<file path="src/ucg_defs.vh">
// Overview of operation
// Five clock modes: async, double, sync master/slave, SPI
// Rate generator clocks async, sync master, SPI
// Async divisor: integer 15:6, fraction 5:0
// Sync rate uses integer field, divide by two
// Samples per bit 16, 8, or 2
// Bit rate from divisor and peripheral clock
// Slave clock from pin, synchronised, edge-detected
// Peer keeps slave clock below quarter clock
// Peer holds each clock phase two samples
// Double speed doubles rate, eight samples
// Clock pin output as master, input slave
// Sample on edge opposite data change
// No inversion: change rising, sample falling
// SPI master acts as sync master
// SPI modes from inversion and phase
// Leading edge first, trailing edge last
// Software keeps phase and inversion during transfers
// Runs during debug halt unless configured
// Full-duplex setup order for software
// One-wire setup order, optional open drain
// Software quiesces before re-initialising
// Fraction by accumulator adding extra cycle
`ifndef UCG_DEFS_VH
`define UCG_DEFS_VH
`define UCG_BAUD_W        16
`define UCG_INT_MSB       15
`define UCG_INT_LSB       6
`define UCG_FRAC_MSB      5
`define UCG_FRAC_W        6
`define UCG_SPB_NORMAL    5'h10
`define UCG_SPB_DOUBLE    5'h08
`define UCG_SPB_SYNC      5'h02
`define UCG_MODE_ASYNC    2'h0
`define UCG_MODE_SYNC     2'h1
`define UCG_MODE_SPI      2'h3
`define UCG_RXM_NORMAL    1'h0
`define UCG_RXM_DOUBLE    1'h1
`endif

</file>
<file path="src/ucg_clock_gen.v">
`timescale 1ns/1ps
`include "ucg_defs.vh"
module ucg_clock_gen (
    input  wire        clk_in,
    input  wire        rst_n_in,
    input  wire [15:0] baud_divisor_in,
    input  wire [1:0]  communication_mode_in,
    input  wire        receiver_speed_mode_in,
    input  wire        sync_master_in,
    input  wire        pin_inversion_in,
    input  wire        spi_clock_phase_in,
    input  wire        debug_halt_in,
    input  wire        halt_in_debug_in,
    input  wire        transfer_clock_pin_in,
    output wire        transfer_clock_pin_out,
    output wire        transfer_clock_pin_oe_out,
    output reg         sample_tick_out,
    output reg         txclk_out,
    output reg         rxclk_out,
    output wire [4:0]  samples_per_bit_out
);

    // ************************************************************
    // Mode decode
    // ************************************************************
    // Code 2 is unused; it falls back on the bit-0 decode and acts as async
    reg        is_sync;
    reg        is_spi;
    reg        use_intern;
    always @* begin
        is_sync    = 1'b0;
        is_spi     = 1'b0;
        use_intern = 1'b1;
        case (communication_mode_in)
            `UCG_MODE_ASYNC: begin
                is_sync    = 1'b0;
                use_intern = 1'b1;
            end
            `UCG_MODE_SYNC: begin
                is_sync    = 1'b1;
                use_intern = sync_master_in;
            end
            `UCG_MODE_SPI: begin
                is_sync    = 1'b1;
                is_spi     = 1'b1;
                use_intern = 1'b1;
            end
            default: begin
                is_sync    = communication_mode_in[0];
                use_intern = ~communication_mode_in[0] | sync_master_in;
            end
        endcase
    end

    wire       run       = ~(debug_halt_in & halt_in_debug_in);
    wire       gen_on    = run & use_intern;
    wire       drive_pin = is_sync & use_intern;
    wire [9:0] int_part  = baud_divisor_in[`UCG_INT_MSB:`UCG_INT_LSB];
    wire [5:0] frac_part = baud_divisor_in[`UCG_FRAC_MSB:0];

    // ************************************************************
    // Samples per bit
    // ************************************************************
    reg  [4:0] spb_sel;
    always @* begin
        spb_sel = `UCG_SPB_NORMAL;
        case ({is_sync, receiver_speed_mode_in})
            2'b00: begin
                spb_sel = `UCG_SPB_NORMAL;
            end
            2'b01: begin
                spb_sel = `UCG_SPB_DOUBLE;
            end
            default: begin
                spb_sel = `UCG_SPB_SYNC;
            end
        endcase
    end

    assign samples_per_bit_out = spb_sel;

    // ************************************************************
    // Fractional rate generator
    // ************************************************************
    // Async: one sample tick per divisor/64 clocks, so a bit of S ticks gives
    // 64*f/(S*divisor). Sync: one toggle per integer field, a period of 2*int.
    // A zero integer field would stall the counter, so it acts as one.
    reg  [9:0] cnt_ff;
    reg  [5:0] acc_ff;
    reg        extra_ff;
    reg  [9:0] nxt_cnt;
    reg  [5:0] nxt_acc;
    reg        nxt_extra;
    wire [6:0] acc_sum  = {1'b0, acc_ff} + {1'b0, frac_part};
    wire [9:0] int_eff  = (int_part == 10'h000) ? 10'h001 : int_part;
    wire [9:0] period   = (~is_sync & extra_ff) ? int_eff : int_eff - 10'h001;
    wire       gen_tick = gen_on & (cnt_ff >= period);

    always @* begin
        nxt_cnt   = cnt_ff;
        nxt_acc   = acc_ff;
        nxt_extra = extra_ff;
        if (!gen_on) begin
            nxt_cnt   = 10'h000;
            nxt_acc   = 6'h00;
            nxt_extra = 1'b0;
        end else if (gen_tick) begin
            nxt_cnt = 10'h000;
            if (!is_sync) begin
                nxt_acc   = acc_sum[5:0];
                nxt_extra = acc_sum[6];
            end else begin
                nxt_acc   = 6'h00;
                nxt_extra = 1'b0;
            end
        end else begin
            nxt_cnt = cnt_ff + 10'h001;
        end
    end

    always @(posedge clk_in or negedge rst_n_in) begin
        if (!rst_n_in) begin
            cnt_ff   <= 10'h000;
            acc_ff   <= 6'h00;
            extra_ff <= 1'b0;
        end else begin
            cnt_ff   <= nxt_cnt;
            acc_ff   <= nxt_acc;
            extra_ff <= nxt_extra;
        end
    end

    // ************************************************************
    // Internal bit clock and pin drive
    // ************************************************************
    reg  tclk_int_ff;
    reg  nxt_tclk_int;
    always @* begin
        nxt_tclk_int = tclk_int_ff;
        if (!drive_pin) begin
            nxt_tclk_int = 1'b0;
        end else if (gen_tick) begin
            nxt_tclk_int = ~tclk_int_ff;
        end
    end

    always @(posedge clk_in or negedge rst_n_in) begin
        if (!rst_n_in) begin
            tclk_int_ff <= 1'b0;
        end else begin
            tclk_int_ff <= nxt_tclk_int;
        end
    end

    // Inversion applies at the pin, as a port inverter would
    assign transfer_clock_pin_out    = tclk_int_ff ^ pin_inversion_in;
    assign transfer_clock_pin_oe_out = drive_pin;

    // ************************************************************
    // Slave clock synchroniser
    // ************************************************************
    // Edge detection is only reliable while the peer honours the quarter rate.
    // Stages 0 and 1 synchronise; stage 2 keeps the previous level.
    reg  [2:0] tclk_sync_ff;
    wire [2:0] sync_src = {tclk_sync_ff[1:0], transfer_clock_pin_in};
    wire       tclk_s2  = tclk_sync_ff[1];
    wire       tclk_s3  = tclk_sync_ff[2];
    genvar     gi;

    generate
        for (gi = 0; gi < 3; gi = gi + 1) begin : g_sync
            always @(posedge clk_in or negedge rst_n_in) begin
                if (!rst_n_in) begin
                    tclk_sync_ff[gi] <= 1'b0;
                end else begin
                    tclk_sync_ff[gi] <= sync_src[gi];
                end
            end
        end
    endgenerate

    // ************************************************************
    // Edge selection
    // ************************************************************
    // Edges are seen at the pin level (after inversion) in both roles.
    reg  pin_lvl;
    reg  new_lvl;
    reg  edge_now;
    always @* begin
        if (use_intern) begin
            pin_lvl  = tclk_int_ff ^ pin_inversion_in;
            edge_now = gen_tick;
            new_lvl  = ~pin_lvl;
        end else begin
            pin_lvl  = tclk_s2;
            edge_now = tclk_s2 ^ tclk_s3;
            new_lvl  = tclk_s2;
        end
    end

    wire rise = edge_now & new_lvl;
    wire fall = edge_now & ~new_lvl;

    // Leading edge is the one leaving the idle level
    reg  lead;
    reg  trail;
    always @* begin
        if (pin_inversion_in) begin
            lead  = fall;
            trail = rise;
        end else begin
            lead  = rise;
            trail = fall;
        end
    end

    localparam [2:0] sel_spi_mode0 = 3'h4;
    localparam [2:0] sel_spi_mode1 = 3'h5;
    localparam [2:0] sel_spi_mode2 = 3'h6;
    localparam [2:0] sel_spi_mode3 = 3'h7;

    reg  tx_e;
    reg  rx_e;
    always @* begin
        tx_e = rise;
        rx_e = fall;
        case ({is_spi, pin_inversion_in, spi_clock_phase_in})
            3'h0, 3'h1: begin
                tx_e = rise;
                rx_e = fall;
            end
            3'h2, 3'h3: begin
                tx_e = fall;
                rx_e = rise;
            end
            sel_spi_mode0, sel_spi_mode2: begin
                tx_e = trail;
                rx_e = lead;
            end
            sel_spi_mode1, sel_spi_mode3: begin
                tx_e = lead;
                rx_e = trail;
            end
            default: begin
                tx_e = rise;
                rx_e = fall;
            end
        endcase
    end

    // ************************************************************
    // Output strobes
    // ************************************************************
    // Registered so the transmitter and receiver see clean one-cycle pulses
    reg  nxt_sample_tick;
    reg  nxt_txclk;
    reg  nxt_rxclk;
    always @* begin
        nxt_sample_tick = 1'b0;
        nxt_txclk       = 1'b0;
        nxt_rxclk       = 1'b0;
        if (!is_sync) begin
            nxt_sample_tick = gen_tick;
        end else if (run) begin
            nxt_txclk = tx_e;
            nxt_rxclk = rx_e;
        end
    end

    always @(posedge clk_in or negedge rst_n_in) begin
        if (!rst_n_in) begin
            sample_tick_out <= 1'b0;
            txclk_out       <= 1'b0;
            rxclk_out       <= 1'b0;
        end else begin
            sample_tick_out <= nxt_sample_tick;
            txclk_out       <= nxt_txclk;
            rxclk_out       <= nxt_rxclk;
        end
    end

    // ************************************************************
    // Limitations
    // ************************************************************
    // Mode, phase and inversion are used live; changing them mid-transfer
    // produces a stray edge, which the software side must avoid.

endmodule

</file>
<file path="config.mk">
export PLATFORM = sky130hd
export DESIGN_NAME = ucg_clock_gen
export DESIGN_NICKNAME = d
export VERILOG_FILES = /design/src/ucg_clock_gen.v
export VERILOG_INCLUDE_DIRS = /design/src /design/src/src
export SDC_FILE = /design/constraint.sdc
export NUM_CORES = 1
export LEC_CHECK = 0
export BUFFER_PORTS_ARGS = -buffer_cell sky130_fd_sc_hd__buf_2
export CORE_ASPECT_RATIO = 0.75
export CORE_MARGIN = 8
export CORE_UTILIZATION = 59
export CTS_CLUSTER_DIAMETER = 80
export CTS_CLUSTER_SIZE = 20
export DETAILED_ROUTE_END_ITERATION = 10
export GPL_ROUTABILITY_DRIVEN = 0
export GPL_TIMING_DRIVEN = 0
export HOLD_SLACK_MARGIN = 0.12
export PLACE_DENSITY = 0.86
export SYNTH_ARGS = -nofsm -noshare
export SYNTH_HDL_FRONTEND = slang
export SYNTH_SLANG_ARGS = --single-unit
</file>
<file path="constraint.sdc">
create_clock -name clk_in -period 8.3 [get_ports clk_in]
set_input_delay 1.66 -clock clk_in [delete_from_list [all_inputs] [get_ports clk_in]]
set_output_delay 1.66 -clock clk_in [all_outputs]
set_load 0.05 [all_outputs]
</file>
## After elaboration in Yosys (flattened, before gate mapping)

Index checks and enable logic that the tools add are counted.

- Flip-flop bits (word level): 24
- Bits of input ports: 27
- Output and inout bits: 10
- Logic and storage cells: 79

- Add/sub/neg operators: 3
- $lt $le $gt $ge: 1
- Eq/ne operators: 12
- Multiplexer cells: 27
- Bitwise operators: 16
- Reductions and logical operators: 10

Operators by type and width:

| cell | count |
|---|---|
| $mux W10 | 4 |
| $mux W6 | 3 |
| $mux W1 | 15 |
| $eq A3 B3 Y1 const B | 4 |
| $reduce_or A2 Y1 | 6 |
| $add A10 B1 Y10 const B | 1 |
| $ge A10 B10 Y1 | 1 |
| $logic_not A10 Y1 | 1 |
| $pmux W5 S2 | 1 |
| $sub A10 B1 Y10 const B | 1 |
| $pmux W1 S4 | 2 |
| $add A6 B6 Y7 | 1 |
| $and A1 B1 Y1 | 7 |
| $eq A3 B2 Y1 const B | 2 |
| $not A1 Y1 | 6 |
| $eq A2 B1 Y1 const B | 2 |
| $logic_not A2 Y1 | 2 |
| $ne A2 B1 Y1 const B | 2 |
| $pmux W1 S2 | 2 |
| $eq A3 B1 Y1 const B | 1 |
| $logic_not A3 Y1 | 1 |
| $eq A2 B2 Y1 const B | 1 |
| $xor A1 B1 Y1 | 2 |
| $or A1 B1 Y1 | 1 |

## Logic depth before layout (Yosys ltp)

- Word-level depth: 14
- Gate-level depth with buffers: 15
- Depth with buffers taken out: 14

## Worst setup path after synthesis

No wires, ideal clock.

- Kind: input -> output
- From: input communication_mode_in[0]
- To: output transfer_clock_pin_oe_out
- Arrival time: 3362 ps
- Data required time: 6640 ps
- Setup slack: 3278 ps
- Cell stages on the path: 5
- Path buffers: 1
- Cell sequence: inv_1 > ha_1 > o21ai_0 > clkbuf_1 > and2_1

- Word-level cells in the longest chain between the ends: 4
- Elaborated cells between the ends (all ways): 10
- Those cells by class: eq/ne (2); mux (2); bitwise (3); reduce/logical (3)

RTL lines:

| what | line | text |
|---|---|---|
| from (decl) | ucg_clock_gen.v:7 | `input wire [1:0] communication_mode_in,` |
| $eq A2 B2 Y1, or another cell as far along | ucg_clock_gen.v:34 | `case (communication_mode_in)` |
| $reduce_or A2 Y1 (no source line) or $or A1 B1 Y1 (tied branches) | n/a |  |
| $pmux W1 S2 | ucg_clock_gen.v:34 |  |
| $and A1 B1 Y1 * | ucg_clock_gen.v:57 | `wire drive_pin = is_sync & use_intern;` |
| to (decl) | ucg_clock_gen.v:16 | `output wire transfer_clock_pin_oe_out,` |

Mark *: on every way between the ends. The rest lies on a longest branch, timed or not.

## Worst setup path after layout

Same ends and word-level chain as after synthesis.

==> results.md <==
* Data arrival, critical path at 3360 ps
* GR Layer Usage met3 at 3.91%
* Routed wire per std cell at 14.6 µm
* CP Cell Sequence: buf_2, inv_1, ha_1, o21ai_0, clkbuf_1, and2_1, buf_2
* Post-synth EDFFs at 0
* Number of I/O port buffers at 34
* Class of the most critical setup path: in -> out
* Final Hold Viols at 0
* Num CTS Buffers at 3
* Comb pwr share at 24.7%
* R2R Setup Slk at 5120 ps
* Design area at 0.00209 mm²
* Max Cap Viol at 0
* R2R cell count at 12
* Pwr Total at 269 µW
* Worst hold path type: reg -> reg
* Clk sink count at 24
* Leak at 0.000997 µW
* Final design utilization at 71.3%
* Layout cells sized above 1 at 23.1%
* Die Height at 64.1 µm
* CP most frequent cell: buf_2
* Via-to-Cell Ratio at 5.63
* Post-CTS Hold Buffers at 0
* Ys async rst share at 100%
* Grt peak-use layer: met2
* Die area at 0.00513 mm²
* Flop pwr share at 46.4%
* First-pass GRT wire length at 6.77 mm
* Switching Fraction at 30.5%
* Most used DFF post-synth: dfrtp_1
* Max_slew headroom at 60.3%
* Met2 Use GR at 26.2%
* Clock tree buffer depth at 2
* CP endpoint: transfer_clock_pin_oe_out
* WHS Path Cells at 0
* DRT Pass-1 Iters at 5
* Drt total wl at 3.97 mm
* Seq/Total Area, Yosys at 33.1%
* Ranking of synthesized cells by area: dfrtp_1 33%, ha_1 14%, xnor2_1 5.3%
* 1st-iter DRT viols at 105
* Critical Path RT at 6640 ps
* Total core area at 0.00294 mm²
* Vias in the first global route at 1513
* Critical R2R Capture: cnt_ff[6]
* Minimum clock period at 5020 ps
* Layout area overhead at 15.2%
* Warnings from Yosys at 0
* PnR worst setup slack at 3280 ps
* Post-route DRC violation count at 0
* Worst-path maximum fanout at 10
* H-tree depth at 1
* Place WS at 3230 ps
* Root buf cell: clkbuf_8
* Critical path's slowest cell: o21ai_0
* Antenna violations before repair at 0
* Met1 Use GR at 21.0%
* Hpwl dp at 3.22 mm
* Num ports at 37
* Status: finished clean
* Chip width at 80.1 µm
* Clk_lat worst skew at 270 ps
* Top cell type's share of synthesized area at 33.1%
* CTS tree: yes
* Skew final at 5.73 ps
* Worst path max stage delay at 410 ps
* Placed inst area at 0.00204 mm²
* Top cell type by total area after synthesis: dfrtp_1
* NetSw at 81.9 µW
* Clk slew on worst S/H paths at 80 ps
* Worst reg2reg startpoint: extra_ff
* Setup bufs post-CTS at 0
* FF+latch count, synth at 24
* RSZ-0062 raised after global routing: no
* Synthesized area at 0.00182 mm²
* Period utilization at 60.5%
* Worst setup EP type: primary output
* Post-synthesis cell type count at 47
* Least-Margin Pin Slew at 591 ps
* Gr ovfl total at 0
* Synth top cells by count: 25 x nor2_1, 24 x dfrtp_1, 21 x ha_1, 14 x nand2_1
* Via Count at 1531
* Count of final max-slew check failures at 0
* Top-count cell post-synth: nor2_1
* Int Power at 187 µW
* Largest net degree at the start of global routing at 25
* # rows at 17
* Crit start category: input port
* Final setup violating endpoints at 0
* GRT Total Usage at 16.1%
* Pwr Density at 128 mW/mm²
* Critical Path Source: communication_mode_in[0]
* Setup TNS at 0 ps
* Max Fclk at 199 MHz
* Syn_area_per_cell at 9.32 µm²
* Antenna Nets Post-Route at 0
* Initial core utilization at 61.9%
* VDD IR max at 127 µV
* Net count, final at 284
* Post-CTS Resized at 0
* Cells after Synth at 195
* Clk pwr share at 28.9%
* Antenna Diode Count at 0
[metrics by stage]
stage          std cells  hold WS, ps
2_1_floorplan        196          331
3_3_place_gp         268          333
3_5_place_dp         268          336
4_1_cts              272          354
5_1_grt              272          376
6_report             272          352
[cell type report]
type | count | area [µm²]
buffer | 5 | 35.0
clock buffer | 4 | 55.1
fill | 230 | 842
sequential | 24 | 601
inverter | 11 | 41.3
multi-input combinational | 156 | 1140
tap | 38 | 47.5
timing repair buffer | 34 | 170
[per-layer routing]
layer	vias to the layer above	share of wire (%)
met3	2	6.7
li1	757	-
met1	725	45
met2	47	48
met4	0	0.20
met5	-	0
[critical path: cells and delay by family]
kind / cells / cell delay (ps)
compound gates: 1 / 410
fa+ha+maj: 1 / 230
buf+inv: 4 / 830
simple gates: 1 / 220
[power by group through the flow]
stage                     clock [µW]  combinational (µW)  sequential [µW]
after floorplan                    0                44.0              127
after global placement             0                63.4              127
after detailed placement           0                66.4              127
after CTS                       79.3                66.8              125
after global routing            85.7                72.9              125
final                           77.6                66.4              125
[sequential cells by signal (all words and copies together), names as in the netlist]
signal and count:
acc_ff 6, cnt_ff 10, extra_ff 1, rxclk_out 1, sample_tick_out 1, sync_src 1
tclk_int_ff 1, tclk_s2 1, tclk_s3 1, txclk_out 1
[kinds of logic after synthesis]
family | synth area share, %
AND/OR/NAND/NOR | 23.3
buffers and inverters | 4.20
flip-flops | 33.1
multiplexers | 0.551
XOR/XNOR | 10.1
other | 0.206
AO/OA/AOI/OAI | 12.9
adder cells (fa/ha/maj) | 15.6
[worst min path at each step]
| stage | startpoint | end | slack [ps] |
|---|---|---|---|
| floorplan | sync_src[1] | tclk_s2 | 330 |
| global placement | sync_src[1] | tclk_s2 | 330 |
| detailed placement | sync_src[1] | tclk_s2 | 340 |
| CTS | sync_src[1] | tclk_s2 | 350 |
| global route | sync_src[1] | tclk_s2 | 380 |
| finish | sync_src[1] | tclk_s2 | 350 |
[cells in the final DEF, fill, tap and decap left out, types with 2 or more instances in the layout]
master,instances
conb_1,2
buf_4,2
inv_1,11
or4_1,4
a21oi_1,10
buf_2,35
nand2_1,14
nand3_1,5
a21o_1,2
o31ai_1,2
xor2_1,10
nand4_1,3
ha_1,21
dfrtp_1,24
and2_1,2
nor2b_1,2
o21ai_0,8
or3_1,3
a211oi_1,3
nor3_1,4
clkbuf_8,4
xnor2_1,11
nor2_1,25
o21a_1,3
Power figures use the tool's default switching activity.
